## config.mk

```make
export PLATFORM = sky130hd
export DESIGN_NAME = bpcs_cmd_status
export DESIGN_NICKNAME = d
export VERILOG_FILES = /design/src/bpcs_pkg.sv /design/src/bpcs_cmd_status.sv
export VERILOG_INCLUDE_DIRS = /design/src /design/src/src
export SDC_FILE = /design/constraint.sdc
export NUM_CORES = 1
export LEC_CHECK = 0
export ABC_AREA = 1
export BUFFER_PORTS_ARGS = -buffer_cell sky130_fd_sc_hd__buf_2
export CORE_ASPECT_RATIO = 0.75
export CORE_MARGIN = 2
export CORE_UTILIZATION = 40
export DETAILED_ROUTE_END_ITERATION = 10
export PLACE_DENSITY = 0.83
export SLEW_MARGIN = 40
export SYNTH_ARGS = -nofsm -noshare
export SYNTH_HDL_FRONTEND = slang
export SYNTH_SLANG_ARGS = --single-unit
export TNS_END_PERCENT = 1
```

## constraint.sdc

```tcl
create_clock -name clk_i -period 2.2 [get_ports clk_i]
set_input_delay 0.44 -clock clk_i [delete_from_list [all_inputs] [get_ports clk_i]]
set_output_delay 0.44 -clock clk_i [all_outputs]
set_load 0.02 [all_outputs]
```

## src/bpcs_defines.svh

```systemverilog
// offsets, field positions, reset values and constants of the primary
// command/status register pair; included by the package and the design.
// Contract
// bit 0 enables primary I/O target response
// bit 1 enables primary memory target response
// bit 2 enables mastering, secondary memory/IO response
// bit 3 reads zero, no special cycles
// bit 4 reads zero, no memory-write-invalidate
// bit 5 decodes palette writes 3C6h/3C8h/3C9h
// bit 6 enables normal parity error actions
// bit 7 stepping, read-only zero
// bit 8 enables system error driver
// bit 9 enables fast back-to-back issue
// bits 15:10 reserved, read zero
// bit 20 reads one, capability list
// bit 21 reads one, 66 MHz capable
// bit 23 reads one, fast back-to-back capable
// bit 24 set on parity pin with bit 6
// bits 26:25 read 01, medium select timing
// bit 27 set on signalled target abort
// bit 28 set on received target abort
// bit 29 set on received master abort
// bit 30 set when system error asserted
// bit 31 set on any detected parity error
// write one clears flag, set wins
// registers live in 64-byte config header
`ifndef BPCS_DEFINES_SVH
`define BPCS_DEFINES_SVH

`define BPCS_HDR_BYTES      7'h40
`define BPCS_IDX_W          4
`define BPCS_OFS_CMD_STS    6'h04
`define BPCS_IDX_CMD_STS    4'h1
`define BPCS_CAP_PTR_OFS    6'h34

`define BPCS_CMD_IO_EN      0
`define BPCS_CMD_MEM_EN     1
`define BPCS_CMD_MASTER_EN  2
`define BPCS_CMD_SPECIAL    3
`define BPCS_CMD_MWI        4
`define BPCS_CMD_VGA_SNOOP  5
`define BPCS_CMD_PERR_RESP  6
`define BPCS_CMD_STEPPING   7
`define BPCS_CMD_SERR_EN    8
`define BPCS_CMD_FB2B_EN    9
`define BPCS_CMD_WR_MASK    16'h0367
`define BPCS_CMD_RESET      16'h0000

`define BPCS_STS_CAP_LIST   4
`define BPCS_STS_66MHZ      5
`define BPCS_STS_FB2B_CAP   7
`define BPCS_STS_DPE_MSTR   8
`define BPCS_STS_SIG_TABORT 11
`define BPCS_STS_RCV_TABORT 12
`define BPCS_STS_RCV_MABORT 13
`define BPCS_STS_SIG_SERR   14
`define BPCS_STS_DET_PERR   15
`define BPCS_STS_FIXED      16'h02b0
`define BPCS_STS_W1C_MASK   16'hf900
`define BPCS_STS_RESET      16'h0000

`define BPCS_VGA_A0         10'h3c6
`define BPCS_VGA_A1         10'h3c8
`define BPCS_VGA_A2         10'h3c9

`endif

```

## src/bpcs_pkg.sv

```systemverilog
// types shared by the primary command/status block.
// assumes bpcs_defines.svh is on the include path.
`include "bpcs_defines.svh"
`default_nettype none

package bpcs_pkg;

    // one configuration access, already claimed for this device
    typedef struct packed {
        logic                     valid;
        logic                     write;
        logic [`BPCS_IDX_W-1:0]   idx;
        logic [3:0]               be;
        logic [31:0]              data;
    } bpcs_cfg_req_type;

    // one-cycle event pulses from the primary interface logic
    typedef struct packed {
        logic sig_target_abort;
        logic rcv_target_abort;
        logic rcv_master_abort;
        logic parity_detected;
        logic serr_request;
    } bpcs_evt_type;

    // decode permissions handed to the bus engines
    typedef struct packed {
        logic io_target_en;
        logic mem_target_en;
        logic master_en;
        logic parity_resp_en;
        logic fast_b2b_en;
        logic stepping_en;
    } bpcs_ctl_type;

endpackage : bpcs_pkg

`default_nettype wire
```

## src/bpcs_cmd_status.sv

```systemverilog
// primary command and status register pair of a pci-to-pci bridge.
// assumes the primary bus logic claims type-0 config cycles and
// presents them as single-cycle requests; events arrive as pulses.
`include "bpcs_defines.svh"
`default_nettype none

module bpcs_cmd_status (
    // clock and reset
    input  wire logic                       clk_i,
    input  wire logic                       rst_n_i,
    // configuration access
    input  wire bpcs_pkg::bpcs_cfg_req_type cfg_req_i,
    output logic                            cfg_ack_o,
    output logic [31:0]                     cfg_rdata_o,
    // primary decode inputs
    input  wire logic                       io_wr_valid_i,
    input  wire logic [9:0]                 io_addr_i,
    // events and pins
    input  wire bpcs_pkg::bpcs_evt_type     evt_i,
    input  wire logic                       primary_parity_error_pin_n_i,
    output logic                            primary_system_error_pin_o,
    output logic                            primary_system_error_pin_oe_o,
    // decode permissions and raw registers
    output bpcs_pkg::bpcs_ctl_type          ctl_o,
    output logic                            vga_palette_hit_o,
    output logic [15:0]                     command_o,
    output logic [15:0]                     status_o
);
    import bpcs_pkg::*;

    logic [15:0] cmd_reg;
    logic [15:0] cmd_next;
    logic [15:0] sts_reg;
    logic [15:0] sts_next;
    logic [15:0] sts_set;
    logic [15:0] sts_clr;
    logic [31:0] rdata_reg;
    logic [31:0] rdata_next;
    logic        ack_reg;

    wire         hit_cmd_sts = cfg_req_i.valid && (cfg_req_i.idx == `BPCS_IDX_CMD_STS);
    wire         wr_hit      = hit_cmd_sts && cfg_req_i.write;
    wire         rd_req      = cfg_req_i.valid && !cfg_req_i.write;
    wire [15:0]  cmd_be_mask = {{8{cfg_req_i.be[1]}}, {8{cfg_req_i.be[0]}}};
    wire [15:0]  sts_be_mask = {{8{cfg_req_i.be[3]}}, {8{cfg_req_i.be[2]}}};
    wire [15:0]  cmd_wmask   = cmd_be_mask & `BPCS_CMD_WR_MASK;

    // qualified strobes, named so the checks below can sample them
    wire         rd_hit      = rd_req && hit_cmd_sts;
    wire         cmd_lo_wr   = wr_hit && cfg_req_i.be[0];
    wire         cmd_hi_wr   = wr_hit && cfg_req_i.be[1];
    wire         sts_b2_wr   = wr_hit && cfg_req_i.be[2];
    wire         sts_b3_wr   = wr_hit && cfg_req_i.be[3];

    // writable bits only; read-only and reserved ones never load
    assign cmd_next = wr_hit ? ((cmd_reg & ~cmd_wmask) | (cfg_req_i.data[15:0] & cmd_wmask))
                             : cmd_reg;

    // system error is open drain: only pulled low, never driven high
    wire serr_drive = evt_i.serr_request && cmd_reg[`BPCS_CMD_SERR_EN];
    assign primary_system_error_pin_o    = 1'b0;
    assign primary_system_error_pin_oe_o = serr_drive;

    wire perr_pin_seen = !primary_parity_error_pin_n_i && cmd_reg[`BPCS_CMD_PERR_RESP];

    always_comb begin
        sts_set = 16'h0000;
        sts_set[`BPCS_STS_DPE_MSTR]   = perr_pin_seen;
        sts_set[`BPCS_STS_SIG_TABORT] = evt_i.sig_target_abort;
        sts_set[`BPCS_STS_RCV_TABORT] = evt_i.rcv_target_abort;
        sts_set[`BPCS_STS_RCV_MABORT] = evt_i.rcv_master_abort;
        sts_set[`BPCS_STS_SIG_SERR]   = serr_drive;
        sts_set[`BPCS_STS_DET_PERR]   = evt_i.parity_detected;
    end

    assign sts_clr  = wr_hit ? (cfg_req_i.data[31:16] & sts_be_mask & `BPCS_STS_W1C_MASK) : 16'h0000;
    // a set in the same cycle as a clear wins, so no event is lost
    assign sts_next = ((sts_reg & ~sts_clr) | sts_set) & `BPCS_STS_W1C_MASK;

    // fixed capability bits are ored in at read time
    wire [15:0] sts_view = sts_reg | `BPCS_STS_FIXED;
    wire [15:0] cmd_view = cmd_reg & `BPCS_CMD_WR_MASK;

    // unclaimed dwords inside the header read zero here
    assign rdata_next = (rd_req && hit_cmd_sts) ? {sts_view, cmd_view} : 32'h0000_0000;

    always_ff @(posedge clk_i) begin
        if (!rst_n_i) begin
            cmd_reg   <= `BPCS_CMD_RESET;
            sts_reg   <= `BPCS_STS_RESET;
            rdata_reg <= 32'h0000_0000;
            ack_reg   <= 1'b0;
        end else begin
            cmd_reg   <= cmd_next;
            sts_reg   <= sts_next;
            rdata_reg <= rdata_next;
            ack_reg   <= cfg_req_i.valid;
        end
    end

    assign cfg_ack_o   = ack_reg;
    assign cfg_rdata_o = rdata_reg;
    assign command_o   = cmd_view;
    assign status_o    = sts_view;

    // palette snoop ignores ad[15:10] so isa aliases also match
    wire vga_addr_match = (io_addr_i == `BPCS_VGA_A0) || (io_addr_i == `BPCS_VGA_A1)
                       || (io_addr_i == `BPCS_VGA_A2);
    assign vga_palette_hit_o = io_wr_valid_i && vga_addr_match && cmd_reg[`BPCS_CMD_VGA_SNOOP];

    assign ctl_o.io_target_en   = cmd_reg[`BPCS_CMD_IO_EN];
    assign ctl_o.mem_target_en  = cmd_reg[`BPCS_CMD_MEM_EN];
    assign ctl_o.master_en      = cmd_reg[`BPCS_CMD_MASTER_EN];
    assign ctl_o.parity_resp_en = cmd_reg[`BPCS_CMD_PERR_RESP];
    assign ctl_o.fast_b2b_en    = cmd_reg[`BPCS_CMD_FB2B_EN];
    // stepping is never offered; the bit is not writable
    assign ctl_o.stepping_en    = cmd_reg[`BPCS_CMD_STEPPING];

    a_serr_needs_enable: assert property (
        @(posedge clk_i) disable iff (!rst_n_i)
        primary_system_error_pin_oe_o |-> command_o[`BPCS_CMD_SERR_EN])
        else $error("system error driven while disabled");

    a_reserved_cmd_zero: assert property (
        @(posedge clk_i) disable iff (!rst_n_i)
        (cfg_ack_o && $past(rd_hit))
        |-> (cfg_rdata_o[15:10] == 6'h00 && cfg_rdata_o[4:3] == 2'h0 && cfg_rdata_o[7] == 1'b0))
        else $error("reserved or read-only command bits not zero");

    a_fixed_status_bits: assert property (
        @(posedge clk_i) disable iff (!rst_n_i)
        status_o[26-16:25-16] == 2'b01 && status_o[`BPCS_STS_CAP_LIST]
        && status_o[`BPCS_STS_66MHZ] && status_o[`BPCS_STS_FB2B_CAP])
        else $error("fixed status bits wrong");

    a_io_en_write: assert property (
        @(posedge clk_i) disable iff (!rst_n_i)
        (cfg_req_i.valid && cfg_req_i.write && cfg_req_i.idx == `BPCS_IDX_CMD_STS && cfg_req_i.be[0])
        |=> ctl_o.io_target_en == $past(cfg_req_i.data[0]))
        else $error("io enable did not follow write");

    a_master_en_hold: assert property (
        @(posedge clk_i) disable iff (!rst_n_i)
        !(cfg_req_i.valid && cfg_req_i.write && cfg_req_i.be[0]) |=> $stable(ctl_o.master_en))
        else $error("master enable changed without write");

    a_vga_decode: assert property (
        @(posedge clk_i) disable iff (!rst_n_i)
        (io_wr_valid_i && command_o[`BPCS_CMD_VGA_SNOOP] && io_addr_i == `BPCS_VGA_A1)
        |-> vga_palette_hit_o)
        else $error("palette write not decoded");

    a_dpe_sets: assert property (
        @(posedge clk_i) disable iff (!rst_n_i)
        (!primary_parity_error_pin_n_i && command_o[`BPCS_CMD_PERR_RESP])
        |=> status_o[`BPCS_STS_DPE_MSTR])
        else $error("parity pin event lost");

    a_dpe_gated: assert property (
        @(posedge clk_i) disable iff (!rst_n_i)
        (!status_o[`BPCS_STS_DPE_MSTR] && !command_o[`BPCS_CMD_PERR_RESP])
        |=> !status_o[`BPCS_STS_DPE_MSTR])
        else $error("parity flag set while response off");

    a_abort_sets: assert property (
        @(posedge clk_i) disable iff (!rst_n_i)
        evt_i.sig_target_abort |=> status_o[`BPCS_STS_SIG_TABORT] [*1])
        else $error("signalled target abort lost");

    a_rx_aborts: assert property (
        @(posedge clk_i) disable iff (!rst_n_i)
        (evt_i.rcv_master_abort && evt_i.rcv_target_abort)
        |=> status_o[`BPCS_STS_RCV_MABORT] && status_o[`BPCS_STS_RCV_TABORT])
        else $error("received abort lost");

    a_serr_flag: assert property (
        @(posedge clk_i) disable iff (!rst_n_i)
        primary_system_error_pin_oe_o |=> status_o[`BPCS_STS_SIG_SERR])
        else $error("system error flag not set");

    a_perr_flag: assert property (
        @(posedge clk_i) disable iff (!rst_n_i)
        evt_i.parity_detected |=> status_o[`BPCS_STS_DET_PERR])
        else $error("detected parity flag not set");

    a_w1c_clear: assert property (
        @(posedge clk_i) disable iff (!rst_n_i)
        (cfg_req_i.valid && cfg_req_i.write && cfg_req_i.idx == `BPCS_IDX_CMD_STS
         && cfg_req_i.be[3] && cfg_req_i.data[31] && !evt_i.parity_detected)
        |=> !status_o[`BPCS_STS_DET_PERR])
        else $error("write one did not clear flag");

    a_w0_keeps: assert property (
        @(posedge clk_i) disable iff (!rst_n_i)
        (status_o[`BPCS_STS_RCV_TABORT] && !(cfg_req_i.valid && cfg_req_i.write
         && cfg_req_i.be[3] && cfg_req_i.data[28]))
        |=> status_o[`BPCS_STS_RCV_TABORT])
        else $error("flag dropped without write one");

    a_read_ack: assert property (
        @(posedge clk_i) disable iff (!rst_n_i)
        cfg_req_i.valid |=> cfg_ack_o ##1 (!cfg_ack_o || $past(cfg_req_i.valid)))
        else $error("config access not answered");

    a_mem_en_write: assert property (
        @(posedge clk_i) disable iff (!rst_n_i)
        cmd_lo_wr |=> ctl_o.mem_target_en == $past(cfg_req_i.data[1]))
        else $error("memory enable did not follow write");

    a_master_en_write: assert property (
        @(posedge clk_i) disable iff (!rst_n_i)
        cmd_lo_wr |=> ctl_o.master_en == $past(cfg_req_i.data[2]))
        else $error("master enable did not follow write");

    a_special_zero: assert property (
        @(posedge clk_i) disable iff (!rst_n_i)
        !command_o[`BPCS_CMD_SPECIAL])
        else $error("special cycle bit not zero");

    a_mwi_zero: assert property (
        @(posedge clk_i) disable iff (!rst_n_i)
        !command_o[`BPCS_CMD_MWI])
        else $error("write-invalidate bit not zero");

    a_vga_en_write: assert property (
        @(posedge clk_i) disable iff (!rst_n_i)
        cmd_lo_wr |=> command_o[`BPCS_CMD_VGA_SNOOP] == $past(cfg_req_i.data[5]))
        else $error("palette snoop enable did not follow write");

    a_vga_gated: assert property (
        @(posedge clk_i) disable iff (!rst_n_i)
        !command_o[`BPCS_CMD_VGA_SNOOP] |-> !vga_palette_hit_o)
        else $error("palette hit while snoop off");

    a_vga_miss: assert property (
        @(posedge clk_i) disable iff (!rst_n_i)
        (!io_wr_valid_i || io_addr_i == 10'h3c7) |-> !vga_palette_hit_o)
        else $error("palette hit on wrong access");

    a_perr_resp_write: assert property (
        @(posedge clk_i) disable iff (!rst_n_i)
        cmd_lo_wr |=> ctl_o.parity_resp_en == $past(cfg_req_i.data[6]))
        else $error("parity response did not follow write");

    a_stepping_off: assert property (
        @(posedge clk_i) disable iff (!rst_n_i)
        !ctl_o.stepping_en && !command_o[`BPCS_CMD_STEPPING])
        else $error("stepping enabled");

    a_serr_en_write: assert property (
        @(posedge clk_i) disable iff (!rst_n_i)
        cmd_hi_wr |=> command_o[`BPCS_CMD_SERR_EN] == $past(cfg_req_i.data[8]))
        else $error("system error enable did not follow write");

    a_serr_pin_low: assert property (
        @(posedge clk_i) disable iff (!rst_n_i)
        primary_system_error_pin_o == 1'h0)
        else $error("system error pin driven high");

    a_serr_on_request: assert property (
        @(posedge clk_i) disable iff (!rst_n_i)
        primary_system_error_pin_oe_o |-> evt_i.serr_request)
        else $error("system error driven without request");

    a_fb2b_write: assert property (
        @(posedge clk_i) disable iff (!rst_n_i)
        cmd_hi_wr |=> ctl_o.fast_b2b_en == $past(cfg_req_i.data[9]))
        else $error("fast back-to-back enable did not follow write");

    a_reserved_zero: assert property (
        @(posedge clk_i) disable iff (!rst_n_i)
        command_o[15:10] == 6'h00)
        else $error("reserved command bits not zero");

    a_cap_list_one: assert property (
        @(posedge clk_i) disable iff (!rst_n_i)
        status_o[`BPCS_STS_CAP_LIST])
        else $error("capability list bit not one");

    a_66mhz_one: assert property (
        @(posedge clk_i) disable iff (!rst_n_i)
        status_o[`BPCS_STS_66MHZ])
        else $error("66 MHz bit not one");

    a_fb2b_cap_one: assert property (
        @(posedge clk_i) disable iff (!rst_n_i)
        status_o[`BPCS_STS_FB2B_CAP])
        else $error("fast back-to-back capable bit not one");

    a_dpe_cleared: assert property (
        @(posedge clk_i) disable iff (!rst_n_i)
        (sts_b2_wr && cfg_req_i.data[24] && !perr_pin_seen) |=> !status_o[`BPCS_STS_DPE_MSTR])
        else $error("parity pin flag not cleared");

    a_sig_tabort_clear: assert property (
        @(posedge clk_i) disable iff (!rst_n_i)
        (sts_b3_wr && cfg_req_i.data[27] && !evt_i.sig_target_abort) |=> !status_o[`BPCS_STS_SIG_TABORT])
        else $error("signalled abort flag not cleared");

    a_rcv_tabort_sets: assert property (
        @(posedge clk_i) disable iff (!rst_n_i)
        evt_i.rcv_target_abort |=> status_o[`BPCS_STS_RCV_TABORT])
        else $error("received target abort lost");

    a_rcv_mabort_sets: assert property (
        @(posedge clk_i) disable iff (!rst_n_i)
        evt_i.rcv_master_abort |=> status_o[`BPCS_STS_RCV_MABORT])
        else $error("received master abort lost");

    a_serr_gated: assert property (
        @(posedge clk_i) disable iff (!rst_n_i)
        (!status_o[`BPCS_STS_SIG_SERR] && !command_o[`BPCS_CMD_SERR_EN]) |=> !status_o[`BPCS_STS_SIG_SERR])
        else $error("system error flag set while driver off");

    a_perr_any: assert property (
        @(posedge clk_i) disable iff (!rst_n_i)
        (evt_i.parity_detected && !command_o[`BPCS_CMD_PERR_RESP]) |=> status_o[`BPCS_STS_DET_PERR])
        else $error("parity flag gated by response bit");

    a_w0_keeps_perr: assert property (
        @(posedge clk_i) disable iff (!rst_n_i)
        (status_o[`BPCS_STS_DET_PERR] && !(sts_b3_wr && cfg_req_i.data[31])) |=> status_o[`BPCS_STS_DET_PERR])
        else $error("parity flag dropped without write one");

    a_ack_idle: assert property (
        @(posedge clk_i) disable iff (!rst_n_i)
        !cfg_req_i.valid |=> !cfg_ack_o)
        else $error("answer without access");

    a_other_idx_zero: assert property (
        @(posedge clk_i) disable iff (!rst_n_i)
        (cfg_req_i.valid && cfg_req_i.idx != `BPCS_IDX_CMD_STS) |=> cfg_rdata_o == 32'h0000_0000)
        else $error("other dword read not zero");

    a_write_reads_zero: assert property (
        @(posedge clk_i) disable iff (!rst_n_i)
        (cfg_req_i.valid && cfg_req_i.write) |=> cfg_rdata_o == 32'h0000_0000)
        else $error("write answer data not zero");

    a_other_idx_keeps: assert property (
        @(posedge clk_i) disable iff (!rst_n_i)
        (cfg_req_i.valid && cfg_req_i.idx != `BPCS_IDX_CMD_STS) |=> $stable(command_o))
        else $error("command changed by other dword");

    a_read_view: assert property (
        @(posedge clk_i) disable iff (!rst_n_i)
        rd_hit |=> cfg_rdata_o == {$past(status_o), $past(command_o)})
        else $error("read data not the register view");

endmodule : bpcs_cmd_status

`default_nettype wire

```

==> metrics, run 1 <==
syn avg cell area 7.46 um2; fin cells 326; # diodes 0; Routed WL per cell 8.72 um; worst clock skew 4.90 ps; commonest non-fill, non-tap cell in the layout buf_2; CTS Buf Count 3; Via Count 1,279; CP Class flop to output port; Placed Area 1760 um2; antenna violations before repair 0; Critical-path top delay cell dfxtp_1; post-route cell area 1830 um2; CP Launch Type flop; Clk Latency, worst-skew pair 270 ps; port bufs 78; Nets 336; CP cell instances inv_1, nor4_1, nand3_1, nor2_1, buf_2; H-tree depth 1; GRT overflow 0; PnR Total Power 1080 uW; Max Cap Violations 0; PD cells 591 nW/um2; ANT nets after route 0; hold buffers post-CTS 0; critical path's top delay family simple AND/OR/NAND/NOR gates; Initial Util 41.8%; maximum clock rate 0.589 GHz; wirelength, routed 2840 um; crit path DAT 1260 ps; Max FO, Critical Path 3; number of global-route vias before repair 1,064; Std-Cell Rows 19; register area share after synthesis 36.7%; Max clock buf depth 2; Worst EP required 1760 ps; global-route wire length before repair 4380 um; height of the chip 57.5 um; clk sink count 28; Yosys cell types 21; # IOs 135; Max Slew Vio Count 0; Mapped Area 1530 um2; CTS tree done; CP bufs+invs 2; most frequent cells in the layout buf_2 (78), inv_1 (41), conb_1 (36); Reg clk slew, reported paths 90 ps; setup TNS 0 ps; Vias per Instance 3.92; Yosys warnings 0; crit share post-route 77.2%; HPWL after DPL 2380 um; crit path time final 1700 ps; RSZ-0062 raised after global routing no; Post-route DRC 0; DR iter-0 viols 21; DIE AREA 4340 um2; Worst Setup End Kind output port; Cells after Synth 205; final setup vio count 0; area growth from synthesis to layout 19.6%; Worst Hold Class input port to flop; core area 3660 um2; Placed Instances 322; post-cts sizing count 0; share of cells above drive strength 1 36.1%; die span in x 75.4 um; Total GRT Usage 13.2%; Final Hold Viols 0; post-CTS setup buffers 0; Synth Register Bits 28; Leak 0.00109 uW; status finished, final reports clean; GPL Wtd Cong 0.764; Worst path max stage delay 360 ps; largest net degree at the start of global routing 17; VDD IR max 273 uV; Root Buffer clkbuf_8; TritonRoute pass-1 iters 4; Fillers 397
-- routing by layer --
| layer | wire length, um | global-route usage (%) | vias up |
|---|---|---|---|
| li1 | - | - | 669 |
| met1 | 1190 | 15.6 | 546 |
| met3 | 255 | 4.06 | 2 |
| met4 | 23 | 4.51 | 0 |
| met5 | 0 | 0 | - |
| met2 | 1370 | 22.4 | 62 |
-- path summary, 6_finish.rpt --
| path | startpoint | to | cells after the start | slack [ps] |
|---|---|---|---|---|
| worst max-delay path | flop | vga_palette_hit_o | 5 | 500 |
| worst min-delay path | cfg_req_i[41] | cfg_ack_o | 3 | 370 |
| worst min register to register | sts_reg[14] | cfg_rdata_o[30] | 2 | 450 |
| worst max register to register | flop | sts_reg[8] | 3 | 1280 |
-- final cells by class --
class	instances	area, um2	share of cell area, %
multi-input combinational	122	584	31.9
tap	52	65.1	3.56
clock buffer	3	41.3	2.26
sequential	28	561	30.6
timing repair buffer	78	390	21.3
inverter	42	158	8.62
clock inverter	1	30.0	1.64
-- Yosys cell counts --
cell | count | area share (%)
a21oi_1 | 6 | 2.0
a31o_2 | 1 | 0.57
buf_2 | 1 | 0.33
buf_4 | 45 | 22
buf_6 | 1 | 0.74
conb_1 | 2 | 0.49
dfxtp_1 | 28 | 37
inv_1 | 41 | 10
inv_2 | 1 | 0.25
nand2_1 | 24 | 5.9
nand2_4 | 1 | 0.74
nand3_1 | 2 | 0.65
nand3b_1 | 1 | 0.49
nand4_1 | 13 | 5.3
nor2_1 | 22 | 5.4
nor2_2 | 9 | 3.7
nor2_4 | 3 | 2.2
nor2_8 | 1 | 1.3
nor4_1 | 1 | 0.41
o21ai_0 | 1 | 0.33
or2_2 | 1 | 0.41
-- logic make-up (layout without fill, tap and decap cells) --
family,count (synthesis),after routing,share of synthesized area [%]
other,2,36,0.491
DFF,28,28,36.7
AOI/OAI and AO/OA,8,8,2.86
buffers and inverters,89,124,33.5
and+or+nand+nor,78,78,26.5
-- tightest hold or removal path: cells and delay by family --
kind | cells | cell delay (ps)
buffers and inverters | 2 | 130
and+or+nand+nor | 1 | 50
-- report_power, final --
| group | total (uW) | internal (uW) | switching (uW) |
|---|---|---|---|
| clock | 400 | 244 | 156 |
| sequential | 519 | 514 | 5.00 |
| combinational | 163 | 46.3 | 116 |
| total | 1080 | 804 | 277 |
-- stage by stage --
stage	hold slack, ps	setup slack, ps	utilization, %
after global placement	432	630	48.0
final	369	501	50.0
after CTS	363	469	50.0
after floorplan	517	635	-
after global routing	377	396	50.0
after detailed placement	439	620	48.0
Power figures use the tool's default switching activity.
==> inputs of run 2 (changes only) <==
--- a/config.mk
+++ b/config.mk
@@ -10,9 +10,9 @@
 export BUFFER_PORTS_ARGS = -buffer_cell sky130_fd_sc_hd__buf_2
 export CORE_ASPECT_RATIO = 0.75
 export CORE_MARGIN = 2
-export CORE_UTILIZATION = 40
+export CORE_UTILIZATION = 38
 export DETAILED_ROUTE_END_ITERATION = 10
-export PLACE_DENSITY = 0.83
+export PLACE_DENSITY = 0.79
 export SLEW_MARGIN = 40
 export SYNTH_ARGS = -nofsm -noshare
 export SYNTH_HDL_FRONTEND = slang
==> constraint.sdc (replaced) <==
create_clock -name clk_i -period 1.8 [get_ports clk_i]
set_input_delay 0.36 -clock clk_i [delete_from_list [all_inputs] [get_ports clk_i]]
set_output_delay 0.36 -clock clk_i [all_outputs]
set_load 0.02 [all_outputs]
==> run 2 against run 1 <==
  * Worst setup slack lost 340 ps
  * Sequential power grew 22%
  * Total power grew 22%
  * Via count grew 0.47%
  * Global-route usage shrank 0.18 points
  * Non-clock buffer count is the same
  * Clock skew shrank 3.9 ps
  * Highest routed layer unchanged
==> metrics, run 2 (same netlist as run 1, synthesis figures left out) <==
Worst Hold Class input port to flop (unchanged); met2 wire len 1510 um (was 1370 um); Max FO, Critical Path 3 (unchanged); Reg clk slew, reported paths 90 ps (about the same); met1 WL 1210 um (was 1190 um); wirelength, routed 3010 um (was 2840 um); Clk Latency, worst-skew pair 270 ps (about the same); top sig layer met4 (unchanged); setup TNS 0 ps (unchanged); setup ws final 162 ps (was 501 ps); Post-route DRC 0 (unchanged); Worst Setup End Kind output port (unchanged); Max clock buf depth 2 (unchanged); die span in x 77.2 um (was 75.4 um); Via Count 1,285 (was 1,279); final setup vio count 0 (unchanged); global-route wire length before repair 4660 um (was 4380 um); Nets 336 (unchanged); share of cells above drive strength 1 36.1% (unchanged); metal3 WL 274 um (was 255 um); CP Class flop to output port (unchanged); VDD IR max 341 uV (was 273 uV); Std-Cell Rows 19 (unchanged); TritonRoute pass-1 iters 4 (unchanged); crit share post-route 91.0%; PD cells 721 nW/um2 (was 591 nW/um2); GRT overflow 0 (unchanged); H-tree depth 1 (unchanged); most frequent cells in the layout buf_2 (78), inv_1 (41), conb_1 (36) (unchanged); # diodes 0 (unchanged); PnR Total Power 1320 uW (was 1080 uW); port bufs 78 (unchanged); core area 3760 um2 (was 3660 um2); Vias per Instance 3.94 (was 3.92); Final Hold Viols 0 (unchanged); largest net degree at the start of global routing 17 (unchanged); Leak 0.00109 uW (unchanged); post-cts sizing count 0 (unchanged); dpl ws 350 ps (was 620 ps); Initial Util 40.7% (was 41.8%); area occupied by multi-input gates 584 um2 (unchanged); CTS Buf Count 3 (unchanged); area growth from synthesis to layout 19.6% (unchanged); RSZ-0062 raised after global routing no (unchanged); crit path DAT 1280 ps (was 1260 ps); post-route cell area 1830 um2 (unchanged); FF/Latch Area 561 um2 (unchanged); HPWL after DPL 2480 um (was 2380 um); maximum clock rate 0.610 GHz; Max Slew Vio Count 0 (unchanged); Fillers 407 (was 397); DIE AREA 4550 um2 (was 4340 um2); hold buffers post-CTS 0 (unchanged); Root Buffer clkbuf_8 (unchanged); status finished, final reports clean (unchanged); DR iter-0 viols 21 (unchanged); post-CTS setup buffers 0 (unchanged); Routed WL per cell 9.22 um (was 8.72 um); worst clock skew 0.968 ps (was 4.90 ps); antenna violations before repair 0 (unchanged); Max Cap Violations 0 (unchanged); CP Launch Type flop (unchanged); clk sink count 28 (unchanged); Total GRT Usage 13.0% (was 13.2%); commonest non-fill, non-tap cell in the layout buf_2 (unchanged); CTS tree done (unchanged); number of global-route vias before repair 1,111 (was 1,064); height of the chip 58.9 um (was 57.5 um); Placed Area 1760 um2 (unchanged); GPL Wtd Cong 0.796 (was 0.764); crit path time final 1640 ps; ANT nets after route 0 (unchanged); # IOs 135 (unchanged); Worst EP required 1440 ps (was 1760 ps)
==> run 2: cell counts in the layout (fill, tap and decap cells not counted) <==
Identical to the previous run, type by type.
==> run 2: final cells by class <==
class                           instances  area share, %
Clock buffer                            3           2.26
Tap cell                               52           3.56
Timing Repair Buffer                   78           21.3
Sequential cell                        28           30.6
Inverter                               42           8.62
Clock inverter                          1           1.64
Multi-Input combinational cell        122           31.9
==> run 2: worst paths after layout <==
check,from,endpoint,slack [ps],depth (start not counted)
worst min register to register,sts_reg[14],cfg_rdata_o[30],460,2
worst max-delay path,flop,vga_palette_hit_o,160,5
worst max register to register,flop,sts_reg[8],860,3
worst min-delay path,cfg_req_i[41],cfg_ack_o,310,3
==> run 2: metrics by stage <==
step / hold slack, ps / utilization (%) / cells
3_5_place_dp: 443 / 46.8 / 322
2_1_floorplan: 453 / - / 239
4_1_cts: 310 / 48.7 / 326
5_1_grt: 317 / 48.7 / 326
6_report: 313 / 48.7 / 326
3_3_place_gp: 434 / 46.8 / 322
==> run 2: power by group <==
group | switching (uW) | internal [uW] | leakage, uW
clock | 186 | 297 | 0.0000357
combinational | 143 | 56.5 | 0.000831
sequential | 6.26 | 628 | 0.000227
total | 336 | 982 | 0.00109
==> run 2: worst max-delay path: stages, from the launching register on <==
cell     delay, ps
dfxtp_1        350
inv_1           70
nor4_1         230
nand3_1        100
nor2_1          90
buf_2          170
==> run 2: routing by layer <==
metal  vias up  track usage [%]
li1        668                -
met1       557             14.3
met2        58             24.8
met3         2             3.37
met4         0             4.08
met5         -                0
==> inputs of run 3 (changes only) <==
--- a/config.mk
+++ b/config.mk
@@ -10,9 +10,9 @@
 export BUFFER_PORTS_ARGS = -buffer_cell sky130_fd_sc_hd__buf_2
 export CORE_ASPECT_RATIO = 0.75
 export CORE_MARGIN = 2
-export CORE_UTILIZATION = 38
+export CORE_UTILIZATION = 40
 export DETAILED_ROUTE_END_ITERATION = 10
-export PLACE_DENSITY = 0.79
+export PLACE_DENSITY = 0.83
 export SLEW_MARGIN = 40
 export SYNTH_ARGS = -nofsm -noshare
 export SYNTH_HDL_FRONTEND = slang
==> constraint.sdc (replaced) <==
create_clock -name clk_i -period 2.04 [get_ports clk_i]
set_input_delay 0.408 -clock clk_i [delete_from_list [all_inputs] [get_ports clk_i]]
set_output_delay 0.408 -clock clk_i [all_outputs]
set_load 0.02 [all_outputs]
==> run 3 against run 2 <==
  * Via count fell by 0.54%
  * First-iteration DRC count rose by 24%
  * Register-to-register slack improved by 250 ps
  * Final area did not move
  * Largest cell class unchanged
  * Highest routed layer unchanged
==> metrics, run 3 (same netlist as run 1, synthesis figures left out) <==
CTS Buf Count 3 (unchanged); RSZ-0062 raised after global routing no (unchanged); CP Launch Type flop (unchanged); Max clock buf depth 2 (unchanged); share of cells above drive strength 1 36.1% (unchanged); DR iter-0 viols 26 (was 21); status finished, final reports clean (unchanged); Reg clk slew, reported paths 90 ps (about the same); CTS tree done (unchanged); R2R setup slack 1110 ps (was 860 ps); Vias per Instance 3.92 (was 3.94); Clk Latency, worst-skew pair 270 ps (about the same); Worst Setup End Kind output port (unchanged); global-route wire length before repair 4380 um (was 4660 um); Via Count 1,278 (was 1,285); clk sink count 28 (unchanged); die span in x 75.4 um (was 77.2 um); crit path time final 1660 ps; crit share post-route 81.5%; # IOs 135 (unchanged); core area 3660 um2 (was 3760 um2); DIE AREA 4340 um2 (was 4550 um2); Worst EP required 1630 ps (was 1440 ps); CP Class flop to output port (unchanged); Max Cap Violations 0 (unchanged); antenna violations before repair 0 (unchanged); H-tree depth 1 (unchanged); Worst Hold Slack 333 ps (was 313 ps); commonest non-fill, non-tap cell in the layout buf_2 (unchanged); Post-route DRC 0 (unchanged); ANT nets after route 0 (unchanged); FF/Latch Area 561 um2 (unchanged); worst clock skew 4.74 ps (was 0.968 ps); dpl ws 526 ps (was 350 ps); area occupied by multi-input gates 584 um2 (unchanged); VDD IR max 264 uV (was 341 uV); # diodes 0 (unchanged); height of the chip 57.5 um (was 58.9 um); crit path DAT 1250 ps (was 1280 ps); Leak 0.00109 uW (unchanged); Final Hold Viols 0 (unchanged); setup TNS 0 ps (unchanged); most frequent cells in the layout buf_2 (78), inv_1 (41), conb_1 (36) (unchanged); Nets 336 (unchanged); hold buffers post-CTS 0 (unchanged); PD cells 637 nW/um2 (was 721 nW/um2); post-cts sizing count 0 (unchanged); final setup vio count 0 (unchanged); post-route cell area 1830 um2 (unchanged); Placed Area 1760 um2 (unchanged); Initial Util 41.8% (was 40.7%); GPL Wtd Cong 0.762 (was 0.796); HPWL after DPL 2360 um (was 2480 um); area growth from synthesis to layout 19.6% (unchanged); GRT overflow 0 (unchanged); post-CTS setup buffers 0 (unchanged); Max FO, Critical Path 3 (unchanged); Root Buffer clkbuf_8 (unchanged); Max Slew Vio Count 0 (unchanged); port bufs 78 (unchanged); TritonRoute pass-1 iters 4 (unchanged); Worst Hold Class input port to flop (unchanged); wirelength, routed 2860 um (was 3010 um); maximum clock rate 0.601 GHz; Routed WL per cell 8.76 um (was 9.22 um); setup ws final 377 ps (was 162 ps); largest net degree at the start of global routing 17 (unchanged); Std-Cell Rows 19 (unchanged); Total GRT Usage 13.2% (was 13.0%); number of global-route vias before repair 1,036 (was 1,111); Fillers 397 (was 407)
-- run 3: cell counts in the layout (fill, tap and decap cells not counted) --
Identical to the previous run, type by type.
-- run 3: path summary, 6_finish.rpt --
check,start,end,cells after the start
max reg2reg,flop,sts_reg[8],3
max,flop,vga_palette_hit_o,5
min,cfg_req_i[41],cfg_ack_o,3
min reg2reg,sts_reg[14],cfg_rdata_o[30],2
-- run 3: cell type report --
type                            instances  share of cell area, %
Clock inverter                          1                   1.64
Sequential cell                        28                   30.6
Clock buffer                            3                   2.26
Inverter                               42                   8.62
Tap cell                               52                   3.56
Multi-Input combinational cell        122                   31.9
Timing Repair Buffer                   78                   21.3
-- run 3: worst max-delay path, stage by stage, from the launching register on --
cell and delay, ps:
dfxtp_1 360, inv_1 70, nor4_1 210, nand3_1 100, nor2_1 80, buf_2 160
-- run 3: routing by layer --
layer | track usage [%] | vias up | routed length (um)
met1 | 15.7 | 545 | 1210
met4 | 3.01 | 0 | 6
met2 | 22.9 | 61 | 1370
li1 | - | 670 | -
met3 | 4.59 | 2 | 273
met5 | 0 | - | 0
-- run 3: power breakdown --
part / switching, uW / internal [uW] / leakage, uW
clock network: 168 / 263 / 0.0000357
registers: 5.21 / 554 / 0.000227
logic: 125 / 49.9 / 0.000831
total: 299 / 867 / 0.00109
-- run 3: per-stage QoR --
stage | util [%] | std cells | power (uW)
final | 50.0 | 326 | 1170
after global placement | 48.0 | 322 | 744
after CTS | 50.0 | 326 | 1180
after floorplan | - | 239 | 743
after detailed placement | 48.0 | 322 | 747
after global routing | 50.0 | 326 | 1220
